==> config.mk <==
export PLATFORM = sky130hd
export DESIGN_NAME = tx_descriptor_ring_engine
export DESIGN_NICKNAME = d
export VERILOG_FILES = /design/src/txr_pkg.sv /design/src/tx_descriptor_ring_engine.sv /design/src/tx_status_compose.sv
export VERILOG_INCLUDE_DIRS = /design/src
export SDC_FILE = /design/constraint.sdc
export NUM_CORES = 1
export LEC_CHECK = 0
export BUFFER_PORTS_ARGS = -buffer_cell sky130_fd_sc_hd__buf_4
export CORE_MARGIN = 10
export CORE_UTILIZATION = 30
export CTS_CLUSTER_DIAMETER = 120
export CTS_CLUSTER_SIZE = 12
export DETAILED_ROUTE_END_ITERATION = 12
export GPL_ROUTABILITY_DRIVEN = 1
export PLACE_DENSITY = 0.5
export SLEW_MARGIN = 40
export SYNTH_ARGS = -nofsm -noshare
export SYNTH_HDL_FRONTEND = slang
export SYNTH_SLANG_ARGS = --single-unit
==> constraint.sdc <==
create_clock -name mclk -period 9.1 [get_ports mclk]
set_input_delay 0.91 -clock mclk [delete_from_list [all_inputs] [get_ports mclk]]
set_output_delay 0.91 -clock mclk [all_outputs]
set_load 0.05 [all_outputs]
==> src/txr_map.svh <==
// Offsets, field positions, limits for the transmit descriptor ring engine
`ifndef TXR_MAP_SVH
`define TXR_MAP_SVH
// Byte offsets of the four words inside one 8-byte ring entry
`define TXR_W_LEN      18'h00000
`define TXR_W_ADR      18'h00002
`define TXR_W_CTL      18'h00004
`define TXR_W_STS      18'h00006
// Control word bit positions
`define TXR_B_OWN      15
`define TXR_B_ERROR_SUMMARY_FLAG     14
`define TXR_B_MATCH    13
`define TXR_B_MORE     12
`define TXR_B_ONE      11
`define TXR_B_DEF      10
`define TXR_B_STF      9
`define TXR_B_ENF      8
// Status word bit positions
`define TXR_B_BUFFER_LENGTH_ERROR     15
`define TXR_B_HOST_BUS_TIMEOUT_ERROR     14
`define TXR_B_UNDERFLOW_ERROR     13
`define TXR_B_LATE_COLLISION_ERROR     12
`define TXR_B_CARRIER_LOSS_ERROR     11
`define TXR_B_RETRY_LIMIT_ERROR     10
// Frame length limits in bytes
`define TXR_MIN_PAD    17'h0000e
`define TXR_MIN_NOPAD  17'h0003c
`define TXR_MIN_NOCRC  17'h00040
`define TXR_MAX_CRC    17'h005ea
`define TXR_MAX_NOCRC  17'h005ee
// Most buffers one frame may span
`define TXR_SEG_MAX    4'h8
`endif

==> src/txr_pkg.sv <==
// Types shared by the transmit descriptor ring engine
`default_nettype none
package txr_pkg;
  typedef enum logic [3:0] {
    S_IDLE, S_CTL, S_LEN, S_ADR, S_CHECK, S_RDB, S_SEND, S_MAC, S_WR6, S_WR4, S_WAIT
  } state_t;
endpackage : txr_pkg
`default_nettype wire

==> src/tx_descriptor_ring_engine.sv <==
// Transmit descriptor ring engine: fetch, send, write back
// Contract
// - Word 0 of an entry is the buffer byte count that sizes the transfer.
// - Word 1 is the low 16 buffer address bits, joined with the high bits of word 2.
// - Ownership is cleared only after the frame is done and status is written.
// - After a buffer is sent its status is written into that same entry.
// - Bit 14 of word 2 is the OR of the six error bits 15 to 10 of word 3.
// - Bit 13 of word 2 flags a destination match with this station.
// - Bit 12 of word 2 flags more than one retry, up to sixteen.
// - Bit 11 of word 2 flags exactly one collision retry.
// - Bit 10 of word 2 flags that transmission had to wait for the medium.
// - Bits 1 to 0 of word 2 are the high address bits and bits 7 to 2 are zero.
// - A frame with a buffer length error in any of its entries is not sent.
// - A host bus timeout on a buffer read sets bit 14 of word 3 and stops the frame.
`default_nettype none
`include "txr_map.svh"
module tx_descriptor_ring_engine (
  input  wire logic        mclk,             // System clock
  input  wire logic        rstn,             // Synchronous reset, active low
  input  wire logic        ring_enable,      // Allow ring processing
  input  wire logic [17:0] tx_ring_base,     // Ring base byte address
  input  wire logic [7:0]  ring_entries,     // Entries in ring, nonzero
  input  wire logic        poll,             // Host handed new entries
  input  wire logic        pad_enable,       // Short frames padded
  input  wire logic        crc_disable,      // Host supplies CRC
  output logic             mem_req,          // Memory request
  output logic             mem_we,           // Memory write
  output logic      [17:0] mem_addr,         // Memory byte address, word aligned
  output logic      [15:0] mem_wdata,        // Memory write data
  input  wire logic        mem_ack,          // Memory done pulse
  input  wire logic        mem_timeout,      // Memory timeout pulse
  input  wire logic [15:0] mem_rdata,        // Memory read data
  output logic             tx_valid,         // Byte offered to medium
  output logic      [7:0]  tx_data,          // Byte
  output logic             tx_sof,           // First byte of frame
  output logic             tx_eof,           // Last byte of frame
  input  wire logic        tx_ready,         // Medium takes byte
  output logic             tx_abort,         // Drop frame pulse
  input  wire logic        mac_done,         // Medium finished pulse
  input  wire logic [4:0]  mac_retries,      // Retries used
  input  wire logic        mac_deferred,     // Waited for medium
  input  wire logic        mac_match,        // Station match
  input  wire logic        mac_underflow,    // Underflow
  input  wire logic        mac_late_col,     // Late collision
  input  wire logic        mac_carrier_loss, // Carrier lost
  input  wire logic        mac_retry_limit,  // Retry limit hit
  output logic             ring_waiting,     // Stopped at unowned entry
  output logic      [7:0]  ring_index        // Index of frame head entry
);
  txr_pkg::state_t state_q, state_d;
  logic [7:0]  first_q, first_d;
  logic [3:0]  nseg_q, nseg_d, k_q, k_d;
  logic [15:0] off_q, off_d, sent_q, sent_d;
  logic [16:0] total_q, total_d;
  logic        buffer_length_error_q, buffer_length_error_d, host_bus_timeout_error_q, host_bus_timeout_error_d, abort_q, abort_d;
  logic [7:0]  byte_q, byte_d;
  logic [1:0]  cflg_q, cflg_d;
  logic [1:0]  chi_q, chi_d;
  logic [4:0]  ret_q, ret_d;
  logic [5:0]  mb_q, mb_d;
  // Per-buffer memory of one frame
  logic [15:0] seg_len [0:7];
  logic [17:0] seg_adr [0:7];
  logic [1:0]  seg_flg [0:7];
  logic        seg_we;
  logic [17:0] seg_adr_wv;
  logic [3:0]  ek;
  logic [8:0]  esum;
  logic [7:0]  eidx;
  logic [17:0] ebase, baddr;
  logic        done;
  logic [16:0] min_len, max_len;
  logic [15:0] w_ctl, w_sts;

  // Entry address of buffer ek of the current frame, ring order
  always_comb begin
    ek = (state_q == txr_pkg::S_WR6 || state_q == txr_pkg::S_WR4) ? k_q : nseg_q;
    esum = {1'b0, first_q} + {5'h00, ek};
    if (esum >= {1'b0, ring_entries}) begin
      esum = esum - {1'b0, ring_entries};
    end
    eidx = esum[7:0];
    ebase = tx_ring_base + {7'h00, eidx, 3'h0};
    baddr = seg_adr[k_q[2:0]] + {2'h0, off_q};
  end

  // Length limits from mode
  always_comb begin
    min_len = crc_disable ? `TXR_MIN_NOCRC : (pad_enable ? `TXR_MIN_PAD : `TXR_MIN_NOPAD);
    max_len = crc_disable ? `TXR_MAX_NOCRC : `TXR_MAX_CRC;
  end

  tx_status_compose u_compose (
    .buffer_length_error     (buffer_length_error_q),
    .host_bus_timeout_error     (host_bus_timeout_error_q),
    .retries  (ret_q),
    .deferred (mb_q[5]),
    .match    (mb_q[4]),
    .underflow_error     (mb_q[3]),
    .late_collision_error     (mb_q[2]),
    .carrier_loss_error     (mb_q[1]),
    .retry_limit_error     (mb_q[0]),
    .first_buffer_flag      (seg_flg[k_q[2:0]][1]),
    .last_buffer_flag      (seg_flg[k_q[2:0]][0]),
    .adr_hi   (seg_adr[k_q[2:0]][17:16]),
    .word_ctl (w_ctl),
    .word_sts (w_sts)
  );

  // Memory port driven from state
  always_comb begin
    mem_req = 1'b0;
    mem_we = 1'b0;
    mem_addr = 18'h00000;
    mem_wdata = 16'h0000;
    case (state_q)
      txr_pkg::S_CTL: begin
        mem_req = 1'b1;
        mem_addr = ebase + `TXR_W_CTL;
      end
      txr_pkg::S_LEN: begin
        mem_req = 1'b1;
        mem_addr = ebase + `TXR_W_LEN;
      end
      txr_pkg::S_ADR: begin
        mem_req = 1'b1;
        mem_addr = ebase + `TXR_W_ADR;
      end
      txr_pkg::S_RDB: begin
        mem_req = off_q != seg_len[k_q[2:0]];
        mem_addr = {baddr[17:1], 1'b0};
      end
      txr_pkg::S_WR6: begin
        mem_req = 1'b1;
        mem_we = 1'b1;
        mem_addr = ebase + `TXR_W_STS;
        mem_wdata = w_sts;
      end
      txr_pkg::S_WR4: begin
        mem_req = 1'b1;
        mem_we = 1'b1;
        mem_addr = ebase + `TXR_W_CTL;
        mem_wdata = w_ctl;
      end
      default: begin
        mem_req = 1'b0;
      end
    endcase
  end

  // Byte stream and status outputs
  always_comb begin
    tx_valid = state_q == txr_pkg::S_SEND;
    tx_data = byte_q;
    tx_sof = tx_valid && sent_q == 16'h0000;
    tx_eof = tx_valid && {1'b0, sent_q} + 17'h00001 == total_q;
    tx_abort = abort_q;
    ring_waiting = state_q == txr_pkg::S_WAIT;
    ring_index = first_q;
  end

  // Ring walk, stream and write-back sequencing
  always_comb begin
    done = mem_ack | mem_timeout;
    state_d = state_q;
    first_d = first_q;
    nseg_d = nseg_q;
    k_d = k_q;
    off_d = off_q;
    sent_d = sent_q;
    total_d = total_q;
    buffer_length_error_d = buffer_length_error_q;
    host_bus_timeout_error_d = host_bus_timeout_error_q;
    abort_d = 1'b0;
    byte_d = byte_q;
    cflg_d = cflg_q;
    chi_d = chi_q;
    ret_d = ret_q;
    mb_d = mb_q;
    seg_we = 1'b0;
    seg_adr_wv = {chi_q, mem_rdata};
    case (state_q)
      txr_pkg::S_IDLE: begin
        if (ring_enable) begin
          state_d = txr_pkg::S_CTL;
        end
      end
      txr_pkg::S_WAIT: begin
        if (poll) begin
          state_d = txr_pkg::S_CTL;
        end
      end
      txr_pkg::S_CTL: begin
        if (nseg_q == 4'h0) begin
          buffer_length_error_d = 1'b0;
          host_bus_timeout_error_d = 1'b0;
          ret_d = 5'h00;
          mb_d = 6'h00;
          total_d = 17'h00000;
        end
        if (mem_timeout) begin
          state_d = nseg_q == 4'h0 ? txr_pkg::S_WAIT : txr_pkg::S_WR6;
          buffer_length_error_d = nseg_q != 4'h0;
          k_d = 4'h0;
        end else if (mem_ack) begin
          cflg_d = {mem_rdata[`TXR_B_STF], mem_rdata[`TXR_B_ENF]};
          chi_d = mem_rdata[1:0];
          if (nseg_q == 4'h0) begin
            state_d = mem_rdata[`TXR_B_OWN] ? txr_pkg::S_LEN : txr_pkg::S_WAIT;
          end else if (!mem_rdata[`TXR_B_OWN] || mem_rdata[`TXR_B_STF] ||
                       nseg_q == `TXR_SEG_MAX) begin
            buffer_length_error_d = 1'b1;
            k_d = 4'h0;
            state_d = txr_pkg::S_WR6;
          end else begin
            state_d = txr_pkg::S_LEN;
          end
        end
      end
      txr_pkg::S_LEN: begin
        if (done) begin
          total_d = total_q + {1'b0, mem_rdata};
          state_d = txr_pkg::S_ADR;
        end
      end
      txr_pkg::S_ADR: begin
        if (done) begin
          seg_we = 1'b1;
          nseg_d = nseg_q + 4'h1;
          state_d = cflg_q[0] ? txr_pkg::S_CHECK : txr_pkg::S_CTL;
        end
      end
      txr_pkg::S_CHECK: begin
        k_d = 4'h0;
        off_d = 16'h0000;
        sent_d = 16'h0000;
        if (total_q < min_len || total_q > max_len) begin
          buffer_length_error_d = 1'b1;
          state_d = txr_pkg::S_WR6;
        end else begin
          state_d = txr_pkg::S_RDB;
        end
      end
      txr_pkg::S_RDB: begin
        if (off_q == seg_len[k_q[2:0]]) begin
          off_d = 16'h0000;
          k_d = k_q + 4'h1;
          if (k_q + 4'h1 == nseg_q) begin
            k_d = 4'h0;
            state_d = txr_pkg::S_MAC;
          end
        end else if (mem_timeout) begin
          host_bus_timeout_error_d = 1'b1;
          abort_d = 1'b1;
          k_d = 4'h0;
          state_d = txr_pkg::S_WR6;
        end else if (mem_ack) begin
          byte_d = baddr[0] ? mem_rdata[15:8] : mem_rdata[7:0];
          state_d = txr_pkg::S_SEND;
        end
      end
      txr_pkg::S_SEND: begin
        if (tx_ready) begin
          off_d = off_q + 16'h0001;
          sent_d = sent_q + 16'h0001;
          state_d = txr_pkg::S_RDB;
        end
      end
      txr_pkg::S_MAC: begin
        if (mac_done) begin
          ret_d = mac_retries;
          mb_d = {mac_deferred, mac_match, mac_underflow, mac_late_col,
                  mac_carrier_loss, mac_retry_limit};
          state_d = txr_pkg::S_WR6;
        end
      end
      txr_pkg::S_WR6: begin
        if (done) begin
          state_d = txr_pkg::S_WR4;
        end
      end
      txr_pkg::S_WR4: begin
        if (done) begin
          k_d = k_q + 4'h1;
          state_d = txr_pkg::S_WR6;
          if (k_q + 4'h1 == nseg_q) begin
            first_d = eidx + 8'h01 == ring_entries ? 8'h00 : eidx + 8'h01;
            nseg_d = 4'h0;
            k_d = 4'h0;
            state_d = ring_enable ? txr_pkg::S_CTL : txr_pkg::S_IDLE;
          end
        end
      end
      default: begin
        state_d = txr_pkg::S_IDLE;
      end
    endcase
  end

  // State registers
  always_ff @(posedge mclk) begin
    if (!rstn) begin
      state_q <= txr_pkg::S_IDLE;
      first_q <= 8'h00;
      nseg_q <= 4'h0;
      k_q <= 4'h0;
      off_q <= 16'h0000;
      sent_q <= 16'h0000;
      total_q <= 17'h00000;
      buffer_length_error_q <= 1'b0;
      host_bus_timeout_error_q <= 1'b0;
      abort_q <= 1'b0;
      byte_q <= 8'h00;
      cflg_q <= 2'h0;
      chi_q <= 2'h0;
      ret_q <= 5'h00;
      mb_q <= 6'h00;
    end else begin
      state_q <= state_d;
      first_q <= first_d;
      nseg_q <= nseg_d;
      k_q <= k_d;
      off_q <= off_d;
      sent_q <= sent_d;
      total_q <= total_d;
      buffer_length_error_q <= buffer_length_error_d;
      host_bus_timeout_error_q <= host_bus_timeout_error_d;
      abort_q <= abort_d;
      byte_q <= byte_d;
      cflg_q <= cflg_d;
      chi_q <= chi_d;
      ret_q <= ret_d;
      mb_q <= mb_d;
    end
  end

  // Buffer memory write, length latched one step earlier
  logic [15:0] len_hold_q;
  always_ff @(posedge mclk) begin
    if (state_q == txr_pkg::S_LEN && done) begin
      len_hold_q <= mem_rdata;
    end
    if (seg_we) begin
      seg_len[nseg_q[2:0]] <= len_hold_q;
      seg_adr[nseg_q[2:0]] <= seg_adr_wv;
      seg_flg[nseg_q[2:0]] <= cflg_q;
    end
  end

  // Checks
  a_status_first: assert property (@(posedge mclk) disable iff (!rstn)
    state_q == txr_pkg::S_WR4 && $past(state_q) != txr_pkg::S_WR4
      |-> $past(state_q) == txr_pkg::S_WR6) else $error("owner cleared before status");
  a_owner_cleared: assert property (@(posedge mclk) disable iff (!rstn)
    state_q == txr_pkg::S_WR4 |-> mem_we && !mem_wdata[15]) else $error("owner not cleared");
  a_err_summary: assert property (@(posedge mclk) disable iff (!rstn)
    state_q == txr_pkg::S_WR4 |-> mem_wdata[14] == (buffer_length_error_q | host_bus_timeout_error_q | (|mb_q[3:0])))
    else $error("error summary wrong");
  a_mbz_bits: assert property (@(posedge mclk) disable iff (!rstn)
    state_q == txr_pkg::S_WR4 |-> mem_wdata[7:2] == 6'h00) else $error("reserved bits set");
  a_one_retry: assert property (@(posedge mclk) disable iff (!rstn)
    state_q == txr_pkg::S_WR4 |-> mem_wdata[11] == (ret_q == 5'h01) &&
      mem_wdata[12] == (ret_q > 5'h01)) else $error("retry flags wrong");
  a_buffer_length_error_no_send: assert property (@(posedge mclk) disable iff (!rstn)
    buffer_length_error_q |-> !tx_valid) else $error("frame sent with length error");
  a_host_bus_timeout_error_abort: assert property (@(posedge mclk) disable iff (!rstn)
    state_q == txr_pkg::S_RDB && mem_req && mem_timeout
      |=> tx_abort && host_bus_timeout_error_q && state_q == txr_pkg::S_WR6 ##1 !tx_valid)
    else $error("timeout did not stop frame");
  a_stop_unowned: assert property (@(posedge mclk) disable iff (!rstn)
    state_q == txr_pkg::S_CTL && nseg_q == 4'h0 && mem_ack && !mem_rdata[15]
      |=> ring_waiting [*2] or (ring_waiting ##1 state_q == txr_pkg::S_CTL))
    else $error("fetch passed unowned entry");
  a_status_after: assert property (@(posedge mclk) disable iff (!rstn)
    state_q == txr_pkg::S_MAC && mac_done |=> mem_req && mem_we && mem_addr[2:1] == 2'h3)
    else $error("status not written");
  c_frame_sent: cover property (@(posedge mclk) disable iff (!rstn) tx_eof && tx_ready);
  c_buffer_length_error_wb: cover property (@(posedge mclk) disable iff (!rstn)
    buffer_length_error_q && state_q == txr_pkg::S_WR4);
  c_ring_wait: cover property (@(posedge mclk) disable iff (!rstn) ring_waiting && poll);
endmodule : tx_descriptor_ring_engine
`default_nettype wire

==> src/tx_status_compose.sv <==
// Builds the control and status words written back into a ring entry
`default_nettype none
`include "txr_map.svh"
module tx_status_compose (
  input  wire logic        buffer_length_error,      // Buffer length error
  input  wire logic        host_bus_timeout_error,      // Host bus timeout error
  input  wire logic [4:0]  retries,   // Retries used by the medium
  input  wire logic        deferred,  // Waited for medium
  input  wire logic        match,     // Destination matched station
  input  wire logic        underflow_error,      // Underflow error
  input  wire logic        late_collision_error,      // Late collision error
  input  wire logic        carrier_loss_error,      // Carrier loss error
  input  wire logic        retry_limit_error,      // Retry limit error
  input  wire logic        first_buffer_flag,       // First buffer flag kept
  input  wire logic        last_buffer_flag,       // Last buffer flag kept
  input  wire logic [1:0]  adr_hi,    // High address bits kept
  output logic      [15:0] word_ctl,  // Control word, owner cleared
  output logic      [15:0] word_sts   // Status word
);
  // Status word: six error bits, rest zero
  always_comb begin
    word_sts = 16'h0000;
    word_sts[`TXR_B_BUFFER_LENGTH_ERROR] = buffer_length_error;
    word_sts[`TXR_B_HOST_BUS_TIMEOUT_ERROR] = host_bus_timeout_error;
    word_sts[`TXR_B_UNDERFLOW_ERROR] = underflow_error;
    word_sts[`TXR_B_LATE_COLLISION_ERROR] = late_collision_error;
    word_sts[`TXR_B_CARRIER_LOSS_ERROR] = carrier_loss_error;
    word_sts[`TXR_B_RETRY_LIMIT_ERROR] = retry_limit_error;
  end
  // Control word, owner bit returned to host
  always_comb begin
    word_ctl = 16'h0000;
    word_ctl[`TXR_B_OWN]   = 1'b0;
    word_ctl[`TXR_B_ERROR_SUMMARY_FLAG]  = buffer_length_error | host_bus_timeout_error | underflow_error | late_collision_error | carrier_loss_error | retry_limit_error;
    word_ctl[`TXR_B_MATCH] = match;
    word_ctl[`TXR_B_MORE]  = retries > 5'h01;
    word_ctl[`TXR_B_ONE]   = retries == 5'h01;
    word_ctl[`TXR_B_DEF]   = deferred;
    word_ctl[`TXR_B_STF]   = first_buffer_flag;
    word_ctl[`TXR_B_ENF]   = last_buffer_flag;
    word_ctl[1:0]          = adr_hi;
  end
endmodule : tx_status_compose
`default_nettype wire

==> flow_summary.yaml, run 1 <==
clocking:
  htreeDepth: 2
  clkLatencyLatePin_ns: 0.57
  numCtsBuffers: 39
  tritoncts: "done"
  hold_buffers: 0
  clk_pin_slew_ns: 0.07
  max-clock-path-buffers: 3
  cts_root_buffer: "clkbuf_16"
  cts.sinks: 402
sta:
  max_freq_ghz: 0.1159
  setup_viol: 0
  max_slew.worst_pin.slew_ns: 0.7923
  whs_ns: 0.4974
  min_period_ns: 8.630
  slew_headroom_pct: 47.05
  slew_violations: 0
  finalCritPeriodShare_pct: 94.83
  skew_ns: 0.01485
  worst_slack_ns: 0.4700
  finalHoldViolCount: 0
die:
  core_um2: 68590
  initial_utilization_pct: 30.21
  rows: 96
  fp.dieW_um: 282.8
  dieArea_um2: 79970
  die_h_um: 282.8
  io_pins: 120
critical_path:
  criticalPathCategory: "reg -> out"
  end_kind: "output port"
  start_kind: "register"
  critical-path-slowest-cell: "or4_4"
  arrival_ns: 7.72
  critPathBufInv: 6
  required_ns: 8.19
  crit_fanout: 17
  cpPeakStageDelay_ns: 0.53
  cp_top_family: "simple AND/OR/NAND/NOR gates"
global_route:
  grt_start_max_net_pins: 58
  grt_pass1_vias: 14340
  grt_pass1_wl_mm: 90.62
  grt_util_met2_pct: 23.92
  grtUsageTotal_pct: 14.86
  grt_busiest_layer: "met2"
  grt_overflow_total: 0
  antenna_found_initial: 1
  grt_util_met3_pct: 2.540
  use_met1_pct: 20.27
power:
  powerDensity_nw_per_um2: 200.1
  internal_power_mw: 3.228
  switching_share_pct: 32.66
  vdd_ir_drop_max_v: 0.0001493
  p_sw_mw: 1.566
  combPwrFrac_pct: 24.6
  pwr-share-seq_pct: 44.0
  clkPwrFrac_pct: 31.3
  p_leak_nw: 8.253
  power_mw: 4.794
synth:
  seq_area_frac_synth_pct: 53.53
  synth_seq_cells: 402
  synth-edff-count: 304
  yosysMostFrequentCell: "edfxtp_1"
  synth_top_area_share_pct: 44.06
  synth_ff_type: "edfxtp_1"
  syn_area_per_cell_um2: 12.20
  ys_warn_count: 0
  synth_top_area_cell: "edfxtp_1"
  syn-cell-area_um2: 20720
  syn_inst: 1698
  synth_common_cells: "edfxtp_1 (304), nor2_1 (141), dfxtp_1 (98), nand2_1 (91), xnor2_1 (77)"
  netlist_top_cells_area: "edfxtp_1 (44%), dfxtp_1 (9.5%), mux4_2 (6.4%)"
  synthArstFlopShare_pct: 0
  synth.distinct_cells: 80
routing:
  ant_nets: 0
  wl_mm: 60.82
  num_vias: 14540
  avgRoutedWirePerCell_um: 21.95
  drtPass1Iterations: 5
  vias_per_cell: 5.247
  drc: 0
  drtIter0Drc: 1135
cells_and_area:
  diodes: 0
  layout.nets: 1947
  syn2layout_area_growth_pct: 15.66
  drive_above_1_share_pct: 18.37
run_status:
  outcome: "finished, final reports clean"
placement:
  hpwl_mm: 41.78
  port_buffers: 113
  post-place-ws_ns: 0.3601
  place_congestion: 0.8638
flow_run:
  drv_cap: 0
worst_hold_path:
  min_path_type: "reg -> reg"
==> worst paths after layout <==
path / from / endpoint / slack [ns] / cells after the start
worst max-delay path: state_q[1] / mem_addr[17] / 0.47 / 31
worst max register to register: state_q[1] / ring_index[6] / 1.51 / 28
worst min-delay path: host_bus_timeout_error_q / host_bus_timeout_error_q / 0.50 / 2
worst min register to register: host_bus_timeout_error_q / host_bus_timeout_error_q / 0.50 / 2
==> sequential cells by signal, indices dropped and copies added (netlist names), named ones only <==
name	flops
seg_adr	144
seg_len	128
total_q	17
len_hold_q	16
off_q	16
seg_flg	16
sent_q	16
ring_index	8
tx_data	8
mb_q	6
ret_q	5
k_q	4
nseg_q	4
state_q	4
cflg_q	2
chi_q	2
buffer_length_error_q	1
host_bus_timeout_error_q	1
tx_abort	1
==> final cells by class <==
cell class	instances	area [um2]
clock inverter	3	41.29
tap	931	1165
clock buffer	67	1081
inverter	47	178.9
multi-input combinational	1177	9313
sequential	402	11100
timing repair buffer	144	1081
fill	6754	44620
==> layout by cell type, fill, tap and decap left out, types with 20 or more instances in the layout <==
cell type / count
o21ai_0: 64
dfxtp_1: 94
buf_4: 144
nor2_1: 132
xnor2_1: 76
inv_1: 44
and3_1: 20
edfxtp_1: 304
mux2_2: 40
a22oi_1: 36
nor3_1: 37
ha_1: 67
clkbuf_16: 39
a21oi_1: 67
xor2_1: 46
nand3_1: 38
nand2_1: 89
mux2i_1: 51
mux4_2: 59
clkbuf_1: 28
==> worst reg2reg max path: cells and delay by family, from the launching register on <==
family	cells	cell delay, ns
compound gates	6	1.46
xor+xnor	1	0.24
fa+ha+maj	4	1.27
buf+inv	5	0.61
flops	1	0.39
simple gates	12	3.49
==> timing repair <==
action                                  4_1_cts  5_1_grt
setup buffers                                 0        2
endpoints found under the setup margin        3        6
endpoints found under the hold margin         0        0
gates resized for setup                       3       21
pin swaps                                     0        2
==> routing by layer <==
metal / wire length (um) / vias up
li1: - / 6777
met4: 1238 / 2
met2: 28520 / 357
met5: 13 / -
met1: 27780 / 7330
met3: 3273 / 73
==> through the flow <==
stage,instances,utilization (%),area (um2),TNS [ns]
3_3_place_gp,2699,33.08,22690,0
3_5_place_dp,2699,33.11,22710,0
2_1_floorplan,1703,-,20740,0
5_1_grt,2771,34.94,23960,-0.003175
4_1_cts,2769,34.76,23840,0
6_report,2771,34.94,23960,0
==> logic make-up (layout without fill, tap and decap cells) <==
family / after synthesis / after routing / synth area share (%)
buffers and inverters: 124 / 261 / 2.536
adders and majority gates: 73 / 73 / 4.626
DFF: 402 / 402 / 53.53
muxes: 151 / 151 / 11.10
other: 1 / 6 / 0.01810
and+or+nand+nor: 467 / 467 / 11.23
AOI/OAI and AO/OA: 356 / 356 / 11.66
xor gates and xnor gates: 124 / 124 / 5.308
==> power by group through the flow <==
stage               Combinational [mW]  Sequential (mW)  Clock (mW)
global placement                  1.17             2.15           0
CTS                               1.18             2.11        1.55
detailed placement                1.18             2.15           0
global route                      1.27             2.12        1.62
finish                            1.18             2.11        1.50
floorplan                        0.770             2.12           0
Note: power is estimated with default switching activity, not from simulation.
==> run 2, diff against run 1 <==
Settings changed: SYNTH_HIERARCHICAL from default to 1.
==> run 2 against run 1 <==
Cell count grew 0.43%. Clock skew grew 0.013 ns. Count of clock-buffer cells in the layout grew 1. Wire length fell by 4.0%. Clock power hardly changed. Cell area shrank 0.26%. Critical path type unchanged. Largest power group unchanged.
==> flow_summary.yaml, run 2 <==
run_status:
  outcome: "finished, final reports clean"
synth:
  synth_top_area_cell: "edfxtp_1"
  synth_seq_cells: 402
  synth-edff-count: 304
  synth.distinct_cells: 78
  syn_inst: 1725
  synth_ff_type: "edfxtp_1"
  syn-cell-area_um2: 20850
  synthArstFlopShare_pct: 0
  ys_warn_count: 6
  syn_area_per_cell_um2: 12.09
  synth_top_area_share_pct: 43.78
  netlist_top_cells_area: "edfxtp_1 (44%), dfxtp_1 (9.4%), mux4_2 (6.0%)"
  yosysMostFrequentCell: "edfxtp_1"
  seq_area_frac_synth_pct: 53.19
  synth_common_cells: "edfxtp_1 (304), nor2_1 (150), dfxtp_1 (98), nand2_1 (92), xnor2_1 (85)"
clocking:
  clkLatencyLatePin_ns: 0.57
  max-clock-path-buffers: 3
  htreeDepth: 2
  clk_pin_slew_ns: 0.07
  numCtsBuffers: 39
  cts.sinks: 402
  cts_root_buffer: "clkbuf_16"
  tritoncts: "done"
power:
  p_leak_nw: 8.249
  powerDensity_nw_per_um2: 197.4
  vdd_ir_drop_max_v: 0.0001304
worst_hold_path:
  min_path_type: "reg -> reg"
  hold_depth: 2
sta:
  slew_headroom_pct: 47.70
  max_freq_ghz: 0.1153
  whs_ns: 0.4753
  setup_viol: 0
  finalCritPeriodShare_pct: 95.31
  max_slew.worst_pin.slew_ns: 0.7845
  setup_tns_ns: 0
  min_period_ns: 8.673
  finalHoldViolCount: 0
  rsz0062_at_grt: "no"
  slew_violations: 0
  skew_ns: 0.02786
critical_path:
  critPathBufInv: 3
  cp_top_family: "compound AO/OA/AOI/OAI gates"
  critical-path-slowest-cell: "or4_1"
  criticalPathCategory: "reg -> out"
  arrival_ns: 7.76
  crit_fanout: 9
  cpPeakStageDelay_ns: 0.49
  reg2reg_depth: 23
  end_kind: "output port"
  start_kind: "register"
  path_common_cell: "ha_1"
  required_ns: 8.19
  path_depth: 27
die:
  initial_utilization_pct: 30.35
  core_um2: 68710
  rows: 96
  io_pins: 120
  dieArea_um2: 80450
  fp.dieW_um: 283.6
  die_h_um: 283.6
global_route:
  grt_pass1_vias: 14190
  grt_start_max_net_pins: 56
  grt_overflow_total: 0
  antenna_found_initial: 1
  grt_pass1_wl_mm: 89.26
  grtUsageTotal_pct: 14.18
cells_and_area:
  final_common_cell: "edfxtp_1"
  layout.nets: 1960
  drive_above_1_share_pct: 18.14
  mostFrequentLayoutCells: "edfxtp_1 (304), buf_4 (141), nor2_1 (140)"
  largest_reg_flops: 144
  diodes: 0
  syn2layout_area_growth_pct: 14.62
routing:
  vias_per_cell: 5.085
  avgRoutedWirePerCell_um: 20.97
  drtIter0Drc: 991
  ant_nets: 0
  wl_mm: 58.37
  drtPass1Iterations: 5
  num_vias: 14150
  dr_wl_met3_mm: 2.434
  wl_met2_mm: 26.87
  maxUsedRoutingLayer: "met4"
  wl_met1_mm: 27.76
  drc: 0
placement:
  port_buffers: 113
  place_congestion: 0.8424
  hpwl_mm: 40.10
flow_run:
  drv_cap: 0
-- run 2: cell types whose count changed after synthesis, sizes merged, moves of 8 or more --
cell    delta
a21oi     +13
a22o      +12
a22oi      -9
buf       +22
nand2b    +16
nand3     +12
nand4      -8
nor2      +10
o211ai     -8
o21a      -11
o31ai     -14
or4        -8
xnor2      +8
xor2       +9
-- run 2: cell type report --
cell class / instances / area, um2
clock inverters: 3 / 33.78
repair buffers: 141 / 1059
well taps: 931 / 1165
fillers: 6827 / 44810
multi-input cells: 1197 / 9284
clock buffers: 68 / 1106
flip-flops and latches: 402 / 11100
inverters: 41 / 153.9
-- run 2: routing by layer --
layer  vias up  track usage (%)
li1       6690                -
met2       335            22.77
met5         -                0
met1      7063            19.55
met3        64            1.985
met4         0            4.269
-- run 2: what timing repair did --
action,in CTS,in global routing
gates resized for setup,1,10
setup buffers,0,1
endpoints found under the setup margin,2,10
hold buffers,0,0
-- run 2: cells by family after synthesis --
family / count (synthesis) / synth area share [%]
simple gates: 478 / 11.32
flops: 402 / 53.19
compound gates: 337 / 10.68
mux: 149 / 10.78
buf+inv: 142 / 3.318
xor+xnor: 141 / 5.989
fa+ha+maj: 75 / 4.717
other cells: 1 / 0.01798
-- run 2: metrics by stage --
step	instance area [um2]	cells	utilization (%)	power, mW	worst slack (ns)
finish	23900	2783	34.79	4.719	0.4272
global route	23900	2783	34.79	4.924	0.001251
CTS	23830	2782	34.68	4.758	0.02280
detailed placement	22680	2711	33.01	3.232	0.5555
global placement	22670	2711	32.99	3.222	0.7758
floorplan	20910	1741	-	2.857	0.3636
-- run 2: tightest hold or removal path: cells and delay by family (launching register included) --
family | cells | cell delay (ns)
AOI/OAI and AO/OA | 1 | 0.05
buffers and inverters | 1 | 0.06
DFF | 1 | 0.33
-- run 2: report_power, final --
group          internal [mW]  switching, mW  total [mW]
Combinational          0.343          0.763        1.11
Sequential              2.04         0.0518        2.09
Clock                  0.827          0.694        1.52
Total                   3.21           1.51        4.72
-- run 2: path summary, 6_finish.rpt --
kind	from	end	slack (ns)
setup / recovery	state_q[1]	mem_addr[12]	0.43
hold / removal	buffer_length_error_q	buffer_length_error_q	0.48
setup reg to reg	state_q[1]	ring_index[6]	2.42
hold reg to reg	buffer_length_error_q	buffer_length_error_q	0.48
==> run 3, diff against run 2 <==
Settings changed: ABC_AREA from default to 1.
==> run 3 against run 2 <==
Count of clock-buffer cells in the layout is 3 lower. Flip-flop and latch count stayed put. Sequential power about the same. Synthesized area increased by 2.6%. First-iteration DRC count grew 33%. Global-route usage increased by 1.6 points. Cell area grew 1.7%. Largest cell class unchanged.
==> flow_summary.yaml, run 3 <==
run_status:
  outcome: "finished, final reports clean"
global_route:
  grt_pass1_vias: 16660
  grt_start_max_net_pins: 78
  antenna_found_initial: 2
  grtUsageTotal_pct: 15.81
  grt_overflow_total: 0
  grt_pass1_wl_mm: 101.3
sta:
  slew_headroom_pct: 45.47
  finalCritPeriodShare_pct: 92.23
  min_period_ns: 8.393
  setup_viol: 0
  max_freq_ghz: 0.1192
  finalHoldViolCount: 0
  skew_ns: 0.01831
  setup_tns_ns: 0
  whs_ns: 0.4712
  rsz0062_at_grt: "no"
  slew_violations: 0
  max_slew.worst_pin.slew_ns: 0.8142
routing:
  avgRoutedWirePerCell_um: 19.36
  drtPass1Iterations: 6
  wl_mm: 67.20
  vias_per_cell: 4.970
  drtIter0Drc: 1317
  num_vias: 17250
  ant_nets: 0
  drc: 0
synth:
  seq_area_frac_synth_pct: 51.86
  synth-compound-area-share_pct: 13.49
  syn-cell-area_um2: 21390
  synth_simple_gate_area_share_pct: 20.26
  synthMuxAreaShare_pct: 0.3686
  yosysMostFrequentCell: "nand2_1"
  synth_top_area_cell: "edfxtp_1"
  synth-edff-count: 304
  synth_fa_ha_area_share_pct: 4.598
  synth_common_cells: "nand2_1 (420), nor2_1 (376), edfxtp_1 (304), o21ai_0 (196), inv_1 (194)"
  ys_warn_count: 6
  syn_area_per_cell_um2: 8.827
  synth_top_family_by_area: "simple AND/OR/NAND/NOR gates"
  synth_seq_cells: 402
  synth_ff_type: "edfxtp_1"
  syn_inst: 2423
  netlist_top_cells_area: "edfxtp_1 (43%), dfxtp_1 (9.2%), nand2_1 (7.4%)"
  synthArstFlopShare_pct: 0
  synth.distinct_cells: 55
  synth_top_area_share_pct: 42.68
  synth_xor_area_share_pct: 2.908
critical_path:
  crit_fanout: 12
  end_kind: "output port"
  required_ns: 8.19
  cp_top_family: "simple AND/OR/NAND/NOR gates"
  start_kind: "register"
  arrival_ns: 7.48
  critical-path-slowest-cell: "fa_1"
  critPathBufInv: 8
  path_common_cell: "nand2_1"
  cpPeakStageDelay_ns: 0.44
  criticalPathCategory: "reg -> out"
flow_run:
  drv_cap: 0
cells_and_area:
  syn2layout_area_growth_pct: 13.64
  diodes: 0
  final_area_um2: 24300
  final_common_cell: "nand2_1"
  mostFrequentLayoutCells: "nand2_1 (420), nor2_1 (364), edfxtp_1 (304)"
  fin_util_pct: 34.53
  drive_above_1_share_pct: 9.838
  largest_reg_flops: 144
  layout.nets: 2641
die:
  die_h_um: 287
  fp.dieW_um: 287
  io_pins: 120
  dieArea_um2: 82370
  core_um2: 70390
  initial_utilization_pct: 30.38
  rows: 97
clocking:
  clk_pin_slew_ns: 0.06
  numCtsBuffers: 40
  postCtsSetupRepairBufs: 0
  tritoncts: "done"
  cts.sinks: 402
  cts_resized: 0
  hold_buffers: 0
  cts_root_buffer: "clkbuf_16"
  max-clock-path-buffers: 3
  htreeDepth: 2
  clkLatencyLatePin_ns: 0.58
power:
  vdd_ir_drop_max_v: 0.0001303
  p_leak_nw: 9.144
  powerDensity_nw_per_um2: 210.2
worst_hold_path:
  min_path_type: "reg -> reg"
placement:
  place_congestion: 0.8776
  postPlaceCellArea_um2: 23100
  hpwl_mm: 46.02
  port_buffers: 113
run 3: cell types whose count changed after synthesis, moves of 23 or more:
| cell | delta |
|---|---|
| and3_1 | -23 |
| nand2_1 | +328 |
| mux2i_1 | -49 |
| xnor2_1 | -71 |
| mux2_2 | -37 |
| nand3_1 | +105 |
| nor2_1 | +226 |
| mux4_2 | -56 |
| o21ai_0 | +125 |
| inv_1 | +153 |
| nand2b_1 | -30 |
| a21oi_1 | +67 |
run 3: routing by layer:
| layer | track usage (%) | vias to the layer above | share of wire, % |
|---|---|---|---|
| met2 | 26.59 | 372 | 48 |
| li1 | - | 8457 | - |
| met1 | 21.05 | 8335 | 46 |
| met5 | 0 | - | 0.019 |
| met3 | 2.055 | 85 | 4.4 |
| met4 | 4.241 | 2 | 2.3 |
run 3: final timing paths:
check	start	endpoint	slack, ns	cells after the start
worst max register to register	state_q[3]	ring_index[1]	3.27	33
worst min register to register	tx_data[4]	tx_data[4]	0.47	2
worst max-delay path	state_q[3]	mem_addr[16]	0.71	39
worst min-delay path	tx_data[4]	tx_data[4]	0.47	2
run 3: final cells by class:
cell class / count / area [um2]
multi-input combinational: 1721 / 9042
fill: 7280 / 46090
inverter: 201 / 762.0
clock buffer: 65 / 1095
clock inverter: 5 / 88.84
tap: 940 / 1176
timing repair buffer: 137 / 1045
sequential: 402 / 11100
run 3: power by group:
| group | switching, mW | internal, mW | total [mW] |
|---|---|---|---|
| combinational | 1.02 | 0.393 | 1.41 |
| clock | 0.738 | 0.835 | 1.57 |
| sequential | 0.0710 | 2.05 | 2.12 |
| total | 1.83 | 3.28 | 5.11 |
run 3: logic make-up (layout without fill, tap and decap cells):
group                      count (synthesis)  after routing
xor gates and xnor gates                  71             71
muxes                                      7              7
and+or+nand+nor                         1043           1043
other                                      1             17
buffers and inverters                    316            408
DFF                                      402            402
adders and majority gates                 75             75
AOI/OAI and AO/OA                        508            508
run 3: stage by stage:
| step | instances | power [mW] | worst slack, ns |
|---|---|---|---|
| 2_1_floorplan | 2439 | 3.078 | 2.040 |
| 3_3_place_gp | 3400 | 3.568 | 1.608 |
| 3_5_place_dp | 3400 | 3.581 | 1.495 |
| 4_1_cts | 3470 | 5.163 | 0.8336 |
| 5_1_grt | 3471 | 5.353 | 0.0008633 |
| 6_report | 3471 | 5.109 | 0.7072 |
run 3: worst register-to-register path: cells and delay by family (launching register included):
family / cells / cell delay, ns
AND/OR/NAND/NOR: 22 / 3.42
AO/OA/AOI/OAI: 2 / 0.34
adder cells (fa/ha/maj): 3 / 1.01
flip-flops: 1 / 0.40
buffers and inverters: 6 / 0.54
